<file path="config.mk">
export PLATFORM = sky130hd
export DESIGN_NAME = ppds_top
export DESIGN_NICKNAME = d
export VERILOG_FILES = /design/src/hdl/ppds_pkg.sv /design/src/hdl/ppds_top.sv
export SDC_FILE = /design/constraint.sdc
export NUM_CORES = 1
export LEC_CHECK = 0
export BUFFER_PORTS_ARGS = -buffer_cell sky130_fd_sc_hd__buf_2
export CORE_MARGIN = 5
export CORE_UTILIZATION = 50
export CTS_CLUSTER_DIAMETER = 50
export DETAILED_ROUTE_END_ITERATION = 8
export GPL_TIMING_DRIVEN = 0
export PLACE_DENSITY = 0.74
export SYNTH_ARGS = -nofsm -noshare
export SYNTH_HDL_FRONTEND = slang
export SYNTH_SLANG_ARGS = --single-unit
export TNS_END_PERCENT = 50
</file>
<file path="constraint.sdc">
create_clock -name clk -period 1.7 [get_ports clk]
set_input_delay 0.51 -clock clk [delete_from_list [all_inputs] [get_ports clk]]
set_output_delay 0.51 -clock clk [all_outputs]
set_load 0.05 [all_outputs]
</file>
<file path="src/hdl/ppds_pkg.sv">
// Purpose: shared constants of the printer port data and status path
// Assumes: 10 MHz system clock, byte-wide host port with two address bits
// Notes: data, control and bus reset values and field positions live here

package ppds_pkg;

    // ----------------------------------------------------------------
    // register selection
    // ----------------------------------------------------------------
    localparam logic [1:0] ADDR_DATA = 2'h0;
    localparam logic [1:0] ADDR_STATUS = 2'h1;
    localparam logic [1:0] ADDR_CONTROL = 2'h2;
    localparam logic [1:0] ADDR_NONE = 2'h3;

    // ----------------------------------------------------------------
    // reset values
    // ----------------------------------------------------------------
    localparam logic [7:0] DATA_RESET = 8'h00;
    localparam logic [5:0] CTRL_RESET = 6'h00;
    localparam logic [7:0] BUS_RESET = 8'h00;

    // ----------------------------------------------------------------
    // field positions
    // ----------------------------------------------------------------
    localparam int CTRL_IRQ_EN = 4;
    localparam int CTRL_DIR = 5;
    localparam int CTRL_PIN_TOP = 3;
    localparam int SYNC_ERR = 0;
    localparam int SYNC_ACK = 3;
    localparam int SYNC_BUSY = 4;
    localparam int STS_W = 5;
    localparam logic [1:0] CTRL_RSVD_READ = 2'h3;

    // ----------------------------------------------------------------
    // timing
    // ----------------------------------------------------------------
    localparam int CLK_PERIOD_NS = 100;
    localparam int TMO_MIN_NS = 10000;
    // least time, so round up
    localparam int TMO_CYCLES = (TMO_MIN_NS + CLK_PERIOD_NS - 1) /
                                CLK_PERIOD_NS;
    localparam int TMO_CNT_W = 7;
    localparam logic [TMO_CNT_W-1:0] TMO_LAST = 7'(TMO_CYCLES - 1);
    localparam logic [TMO_CNT_W-1:0] TMO_ONE = 7'h01;
    localparam logic [TMO_CNT_W-1:0] TMO_ZERO = 7'h00;

endpackage : ppds_pkg

</file>
<file path="src/hdl/ppds_top.sv">
// Purpose: data, status and control registers of a 1284 printer port
// Assumes: host strobes are one-cycle pulses on clk; pins are asynchronous
// Notes: read data appears one cycle after the read strobe
//
// Overview of operation
// RL1: address 0 data, 1 status, 2 control, 3 none
// RL2: setup select bit picks compatible or extended
// RL3: compatible write drives pins, read returns latch
// RL4: extended write latches; pins driven only direction 0
// RL5: extended read: latch if direction 0, pins else
// RL6: select low keeps data pins output only
// RL7: data register is eight bits, reset zero
// RL8: status writes change nothing
// RL9: epp timeout sets status bit zero, 10 us
// RL10: status read clears the timeout flag
// RL11: epp enable rising clears the timeout flag
// RL12: outside epp status bit zero reads one
// RL13: status bit one always reads one
// RL14: status bit two constant or interrupt status
// RL15: acknowledge rise latches bit two low; read restores
// RL16: status bits three to six follow inputs
// RL17: status bit seven is inverted busy
// RL18: printer pulses acknowledge low, drives busy
// RL19: control bit five is direction, resets output
// RL20: cfg bit zero enables epp, bit one revision
// RL21: printer inputs pass two flip-flops first

`timescale 1ns/1ns
`default_nettype none

module ppds_top (
    // clock, reset, enable
    input wire logic clk,
    input wire logic rst_n,
    input wire logic ce,
    // host register port
    input wire logic [1:0] hostAddr,
    input wire logic hostRd,
    input wire logic hostWr,
    input wire logic [7:0] hostDataIn,
    output logic [7:0] hostDataOut,
    output logic hostDataOe,
    // configuration bits held elsewhere
    input wire logic extModeSel,
    input wire logic eppEnable,
    input wire logic eppRevSel,
    input wire logic ecpEnable,
    input wire logic cfgIrqStatusEn,
    // epp sequencer
    input wire logic eppWaitActive,
    output logic eppRev19,
    // printer data pins
    input wire logic [7:0] pdataPinsIn,
    output logic [7:0] pdataPinsOut,
    output logic pdataPinsOe,
    // printer status pins
    input wire logic errIn,
    input wire logic selectedIn,
    input wire logic paperOutIn,
    input wire logic ackIn,
    input wire logic busyIn,
    // control latch towards the printer
    output logic [3:0] ctrlPinBits,
    output logic ackIrqEn
);

    // ----------------------------------------------------------------
    // input synchronisers
    // ----------------------------------------------------------------
    logic [7:0] pinMeta;
    logic [7:0] pinSync;
    logic [ppds_pkg::STS_W-1:0] stsMeta;
    logic [ppds_pkg::STS_W-1:0] stsSync;
    logic ackPrev;

    always_ff @(posedge clk or negedge rst_n) begin
        if (!rst_n) begin
            pinMeta <= ppds_pkg::BUS_RESET;
            pinSync <= ppds_pkg::BUS_RESET;
            // ack idles high, so no false edge follows reset
            stsMeta <= '1;
            stsSync <= '1;
            ackPrev <= 1'b1;
        end else if (ce) begin
            pinMeta <= pdataPinsIn; // RL21
            pinSync <= pinMeta; // RL21
            stsMeta <= {busyIn, ackIn, paperOutIn, selectedIn, errIn};
            stsSync <= stsMeta; // RL21
            ackPrev <= stsSync[ppds_pkg::SYNC_ACK];
        end
    end

    // ----------------------------------------------------------------
    // mode decode
    // ----------------------------------------------------------------
    logic [5:0] ctrlReg;
    logic [7:0] dataLatch;
    logic dataDir;
    logic extDirIn;
    logic irqMode;
    logic ackRise;
    logic rdData;
    logic rdStatus;
    logic wrData;
    logic wrControl;

    assign dataDir = ctrlReg[ppds_pkg::CTRL_DIR]; // RL19
    // direction only counts in extended mode
    assign extDirIn = extModeSel & dataDir; // RL2 RL6
    // ecp or epp hand bit two to the config bit instead
    assign irqMode = (eppEnable | ecpEnable) ? cfgIrqStatusEn
                                            : extModeSel; // RL14
    // printer pulses ack low; the trailing edge is the event
    assign ackRise = stsSync[ppds_pkg::SYNC_ACK] & ~ackPrev; // RL18
    assign rdData = hostRd & (hostAddr == ppds_pkg::ADDR_DATA);
    assign rdStatus = hostRd & (hostAddr == ppds_pkg::ADDR_STATUS);
    assign wrData = hostWr & (hostAddr == ppds_pkg::ADDR_DATA);
    assign wrControl = hostWr & (hostAddr == ppds_pkg::ADDR_CONTROL); // RL8

    // ----------------------------------------------------------------
    // data register and pins
    // ----------------------------------------------------------------
    always_ff @(posedge clk or negedge rst_n) begin
        if (!rst_n) begin
            dataLatch <= ppds_pkg::DATA_RESET; // RL7
        end else if (ce && wrData) begin
            dataLatch <= hostDataIn; // RL3 RL4
        end
    end

    assign pdataPinsOut = dataLatch; // RL3

    always_ff @(posedge clk or negedge rst_n) begin
        if (!rst_n) begin
            pdataPinsOe <= 1'b1;
        end else if (ce) begin
            pdataPinsOe <= ~extDirIn; // RL4 RL6
        end
    end

    // ----------------------------------------------------------------
    // control register
    // ----------------------------------------------------------------
    always_ff @(posedge clk or negedge rst_n) begin
        if (!rst_n) begin
            ctrlReg <= ppds_pkg::CTRL_RESET; // RL19
        end else if (ce && wrControl) begin
            ctrlReg <= hostDataIn[5:0];
        end
    end

    assign ctrlPinBits = ctrlReg[ppds_pkg::CTRL_PIN_TOP:0];
    assign ackIrqEn = ctrlReg[ppds_pkg::CTRL_IRQ_EN];

    always_ff @(posedge clk or negedge rst_n) begin
        if (!rst_n) begin
            eppRev19 <= 1'b0;
        end else if (ce) begin
            eppRev19 <= eppEnable & eppRevSel; // RL20
        end
    end

    // ----------------------------------------------------------------
    // epp timeout
    // ----------------------------------------------------------------
    logic [ppds_pkg::TMO_CNT_W-1:0] waitCnt;
    logic eppEnPrev;
    logic tmoFlag;
    logic tmoSet;
    logic tmoClear;

    // counts only while the sequencer waits on the peripheral
    always_ff @(posedge clk or negedge rst_n) begin
        if (!rst_n) begin
            waitCnt <= ppds_pkg::TMO_ZERO;
        end else if (ce) begin
            if (!eppWaitActive || !eppEnable) begin
                waitCnt <= ppds_pkg::TMO_ZERO;
            end else if (waitCnt != ppds_pkg::TMO_LAST) begin
                waitCnt <= waitCnt + ppds_pkg::TMO_ONE;
            end
        end
    end

    assign tmoSet = eppEnable & eppWaitActive &
                    (waitCnt == ppds_pkg::TMO_LAST); // RL9
    assign tmoClear = rdStatus | (eppEnable & ~eppEnPrev); // RL10 RL11

    always_ff @(posedge clk or negedge rst_n) begin
        if (!rst_n) begin
            eppEnPrev <= 1'b0;
        end else if (ce) begin
            eppEnPrev <= eppEnable;
        end
    end

    // a timeout in the clearing cycle still lands
    always_ff @(posedge clk or negedge rst_n) begin
        if (!rst_n) begin
            tmoFlag <= 1'b0;
        end else if (ce) begin
            if (tmoSet) begin
                tmoFlag <= 1'b1; // RL9
            end else if (tmoClear) begin
                tmoFlag <= 1'b0; // RL10 RL11
            end
        end
    end

    // ----------------------------------------------------------------
    // interrupt status, active low
    // ----------------------------------------------------------------
    logic irqStatus;
    logic irqLatch;

    assign irqLatch = irqMode & ackIrqEn & ackRise;

    always_ff @(posedge clk or negedge rst_n) begin
        if (!rst_n) begin
            irqStatus <= 1'b1;
        end else if (ce) begin
            if (irqLatch) begin
                irqStatus <= 1'b0; // RL15
            end else if (rdStatus) begin
                irqStatus <= 1'b1; // RL15
            end
        end
    end

    // ----------------------------------------------------------------
    // host read mux
    // ----------------------------------------------------------------
    logic [7:0] statusVal;
    logic [7:0] controlVal;
    logic [7:0] next_hostDataOut;

    assign statusVal = {~stsSync[ppds_pkg::SYNC_BUSY], // RL17
                        stsSync[ppds_pkg::SYNC_ACK:ppds_pkg::SYNC_ERR], // RL16
                        irqMode ? irqStatus : 1'b1, // RL14
                        1'b1, // RL13
                        eppEnable ? tmoFlag : 1'b1}; // RL12
    // direction reads back only under epp
    assign controlVal = {ppds_pkg::CTRL_RSVD_READ,
                         eppEnable ? dataDir : 1'b1,
                         ctrlReg[ppds_pkg::CTRL_IRQ_EN:0]};

    always_comb begin
        case (hostAddr) // RL1
            ppds_pkg::ADDR_DATA: begin
                next_hostDataOut = extDirIn ? pinSync : dataLatch; // RL5
            end
            ppds_pkg::ADDR_STATUS: begin
                next_hostDataOut = statusVal;
            end
            ppds_pkg::ADDR_CONTROL: begin
                next_hostDataOut = controlVal;
            end
            default: begin
                next_hostDataOut = ppds_pkg::BUS_RESET;
            end
        endcase
    end

    // bus stays released at address 3
    always_ff @(posedge clk or negedge rst_n) begin
        if (!rst_n) begin
            hostDataOut <= ppds_pkg::BUS_RESET;
            hostDataOe <= 1'b0;
        end else if (ce) begin
            hostDataOe <= hostRd & (hostAddr != ppds_pkg::ADDR_NONE); // RL1
            if (hostRd) begin
                hostDataOut <= next_hostDataOut;
            end
        end
    end

    // ----------------------------------------------------------------
    // checks
    // ----------------------------------------------------------------
    a_undriven_addr: assert property ( // RL1
        @(posedge clk) disable iff (!rst_n)
        ce && hostRd && hostAddr == ppds_pkg::ADDR_NONE |=> !hostDataOe)
        else $error("bus driven at empty address");

    a_compat_pins_out: assert property ( // RL6
        @(posedge clk) disable iff (!rst_n)
        ce && !extModeSel |=> pdataPinsOe)
        else $error("pins not output in compatible mode");

    a_ext_dir_in: assert property ( // RL4
        @(posedge clk) disable iff (!rst_n)
        ce && extModeSel && dataDir |=> !pdataPinsOe)
        else $error("pins driven with direction in");

    a_data_write: assert property ( // RL3
        @(posedge clk) disable iff (!rst_n)
        ce && wrData |=> pdataPinsOut == $past(hostDataIn))
        else $error("data write not latched");

    a_ext_read_pins: assert property ( // RL5
        @(posedge clk) disable iff (!rst_n)
        ce && rdData && extDirIn |=> hostDataOut == $past(pinSync))
        else $error("extended read not from pins");

    a_status_fixed: assert property ( // RL13
        @(posedge clk) disable iff (!rst_n)
        ce && rdStatus |=> hostDataOut[1] && hostDataOe &&
        hostDataOut[7] == !$past(stsSync[ppds_pkg::SYNC_BUSY]))
        else $error("status fixed or busy bit wrong");

    a_status_follow: assert property ( // RL16
        @(posedge clk) disable iff (!rst_n)
        ce && rdStatus |=> hostDataOut[6:3] == $past(stsSync[3:0]))
        else $error("status does not follow inputs");

    a_nonepp_bit0: assert property ( // RL12
        @(posedge clk) disable iff (!rst_n)
        ce && rdStatus && !eppEnable |=> hostDataOut[0])
        else $error("bit zero not one outside epp");

    a_tmo_clear: assert property ( // RL10
        @(posedge clk) disable iff (!rst_n)
        ce && rdStatus && !tmoSet |=> !tmoFlag)
        else $error("timeout flag not cleared by read");

    a_tmo_time: assert property ( // RL9
        @(posedge clk) disable iff (!rst_n)
        ce && eppEnable && !tmoFlag && !eppWaitActive ##1
        (ce && eppEnable && eppWaitActive)[*8] |-> !tmoFlag)
        else $error("timeout flag set too early");

    a_epp_rise: assert property ( // RL11
        @(posedge clk) disable iff (!rst_n)
        ce && $rose(eppEnable) && !tmoSet |=> !tmoFlag)
        else $error("timeout flag kept over epp enable");

    a_irq_latch: assert property ( // RL15
        @(posedge clk) disable iff (!rst_n)
        ce && irqLatch |=> !irqStatus)
        else $error("acknowledge edge not latched");

    a_status_write: assert property ( // RL8
        @(posedge clk) disable iff (!rst_n)
        ce && hostWr && hostAddr == ppds_pkg::ADDR_STATUS |=>
        $stable(ctrlReg) && $stable(dataLatch))
        else $error("status write changed state");

endmodule : ppds_top

`default_nettype wire

</file>
==> metrics.yaml <==
routing:
  drt_iter0_markers: 125
  detail-route-antenna-nets: 0
  routed_wl_mm: 6.208
  via_count: 2057
  drc: 0
  routedWlPerCell_um: 16.64
  first_pass_iters: 4
  vias_per_cell: 5.515
setup_path:
  cp_max_fo: 2
  cp_cell_sequence: "buf_2"
  path_class: "reg -> out"
  reg2reg_setup_slack_ns: 0.24
  critPathCaptureType: "primary output"
  timing.rr.start: "waitCnt[0]$_DFFE_PN0P_"
  slowest_stage: "dfstp_2"
  cp_top_family: "flip-flops"
  crit_arrival_ns: 1.13
  cp-start-kind: "flop"
  required_ns: 1.19
  critical_path_buf_inv_count: 1
  rr_endpoint: "waitCnt[0]$_DFFE_PN0P_"
  max_stage_delay_ns: 0.54
  rr_worst_depth: 4
placed_design:
  pre_cts_ws_ns: -0.06176
  portBuffers: 56
  place.gp.congestion: 0.8311
  dp_cells: 357
  hpwl_mm: 4.462
global_routing:
  grt_usage_pct: 18.22
  antenna_found_initial: 0
  grt_pass1_vias: 2093
  grt_pass1_wl_mm: 10.36
  overflow: 0
  grt_max_degree: 63
yosys:
  ys_warn_count: 0
  synth_top_area_share_pct: 42.35
  synth-async-reset-ratio_pct: 100.0
  synth_seq_cells: 62
  synth_nets: 264
  syn_inst: 229
  synthTopCellsByArea: "dfrtp_1, mux2_2, dfstp_2"
  ys_types: 48
  syn-cell-area_mm2: 0.002895
  synth_top_area_cell: "dfrtp_1"
  yosys-top-cells-count: "dfrtp_1, mux2_2, dfstp_2"
  synth_edf_count: 0
  synth.most_common_cell: "dfrtp_1"
  syn_avg_cell_area_um2: 12.64
  synth_ff_type: "dfrtp_1"
  seq_area_frac_synth_pct: 54.15
timing:
  tightest_slew_ns: 0.7618
  slew_headroom_pct: 49.22
  fin_crit_ns: 1.639
  finalSetupViolCount: 0
  fin_ws_ns: 0.06140
  hold_ws_ns: 0.2319
  drv_slew: 0
  finClkSkew_ns: 0.003586
  hold_viol_final: 0
  fmax_mhz: 610.3
  rsz0062_at_grt: "false"
  fin_crit_sh_pct: 96.39
  setup_tns_ns: 0
cts:
  cts_tree: "done"
  cts_buffer_depth: 2
  cts-root-buf: "clkbuf_8"
  cts_resized: 0
  clock_latency_ns: 0.34
  cts_htree_levels: 3
  cts_buffers: 9
  postCtsHoldBufs: 0
  cts_setup_buffers: 0
  clock-sinks: 62
  clk_pin_slew_worst_paths_ns: 0.07
die:
  dieArea_mm2: 0.007412
  rows: 27
  dieWidth_um: 86.10
  die_h_um: 86.10
  start_util_pct: 51.94
  coreArea_mm2: 0.005574
  io-pin-count: 58
cells_and_area:
  seqCellArea_mm2: 0.001568
  final_layout_size_suffix_gt1_share_pct: 52.16
  nets: 331
  fin_util_pct: 62.81
  stdcell_count: 373
  multi_input_area_mm2: 0.001176
  antenna_cells: 0
  n_fill_cell: 463
  areaGrowthSynthToFinish_pct: 20.92
outcome:
  status: "finished clean"
job:
  maxCapViolCount: 0
power:
  vdd_drop_max_mv: 0.7203
  p_leak_nw: 1.604
  power.density_mw_per_mm2: 1247
worst_hold_path:
  worst_hold_path_type: "in -> async"
[state kept, by name (all words and copies together) (netlist names)]
signal,cells
hostDataOe,1
pinMeta,8
hostDataOut,8
waitCnt,7
pinSync,8
tmoFlag,1
stsMeta,5
irqStatus,1
pdataPinsOut,8
ackPrev,1
stsSync,5
eppRev19,1
pdataPinsOe,1
eppEnPrev,1
ctrlReg,6
[power by group]
part	leakage (nW)	internal [W]	switching, W
combinational	0.753	0.000363	0.000657
clock	0.116	0.000905	0.000573
sequential	0.736	0.00172	0.000149
total	1.60	0.00299	0.00138
[cell type report]
type / instances / share of cell area (%)
Timing Repair Buffer: 56 / 8.077
Buffer: 16 / 3.395
Tap cell: 72 / 2.573
Clock buffer: 11 / 4.325
Multi-Input combinational cell: 143 / 33.60
Clock inverter: 5 / 2.323
Inverter: 8 / 0.9292
Sequential cell: 62 / 44.78
[cells in the final DEF (no fill, tap or decap), types with 3 or more instances in the layout]
cell,instances
a2111oi_2,3
a21boi_0,4
a21oi_1,7
a31oi_1,4
and3_1,8
buf_2,60
buf_4,9
buf_6,3
clkbuf_8,11
dfrtp_1,49
dfstp_2,13
inv_1,7
mux2_2,44
nand2_1,10
nand3_1,5
nor2_1,7
nor3_1,3
o2111ai_1,3
o21ai_0,7
[cell families after synthesis]
kind of cell | Yosys count | synth area share [%]
mux | 44 | 17.11
flops | 62 | 54.15
compound gates | 50 | 13.01
fa+ha+maj | 1 | 0.4321
simple gates | 48 | 10.07
buf+inv | 24 | 5.229
[through the flow]
stage	power [W]	instance area, um2
floorplan	0.002622	2895
global placement	0.002895	3266
detailed placement	0.002921	3266
CTS	0.004403	3498
global route	0.004561	3501
finish	0.004365	3501
[layer usage]
layer	global-route usage [%]	vias to the layer above	wire, um
met4	7.770	0	112
met5	0	-	0
li1	-	982	-
met3	4.419	10	354
met1	25.57	1012	2934
met2	26.84	53	2806
[how the worst max path moves through the flow]
stage,startpoint,to,cells past startpoint,slack [ns]
3_5_place_dp,rst_n,waitCnt[4]$_DFFE_PN0P_,1,-0.06
4_1_cts,pdataPinsOe$_DFFE_PN1P_,pdataPinsOe,1,0.05
5_1_grt,pdataPinsOe$_DFFE_PN1P_,pdataPinsOe,1,0.03
2_1_floorplan,hostAddr[1],pdataPinsOut[0]$_DFFE_PN0P_,4,0.29
3_3_place_gp,rst_n,waitCnt[4]$_DFFE_PN0P_,1,-0.05
6_report,pdataPinsOe$_DFFE_PN1P_,pdataPinsOe,1,0.06
Power figures use the tool's default switching activity.
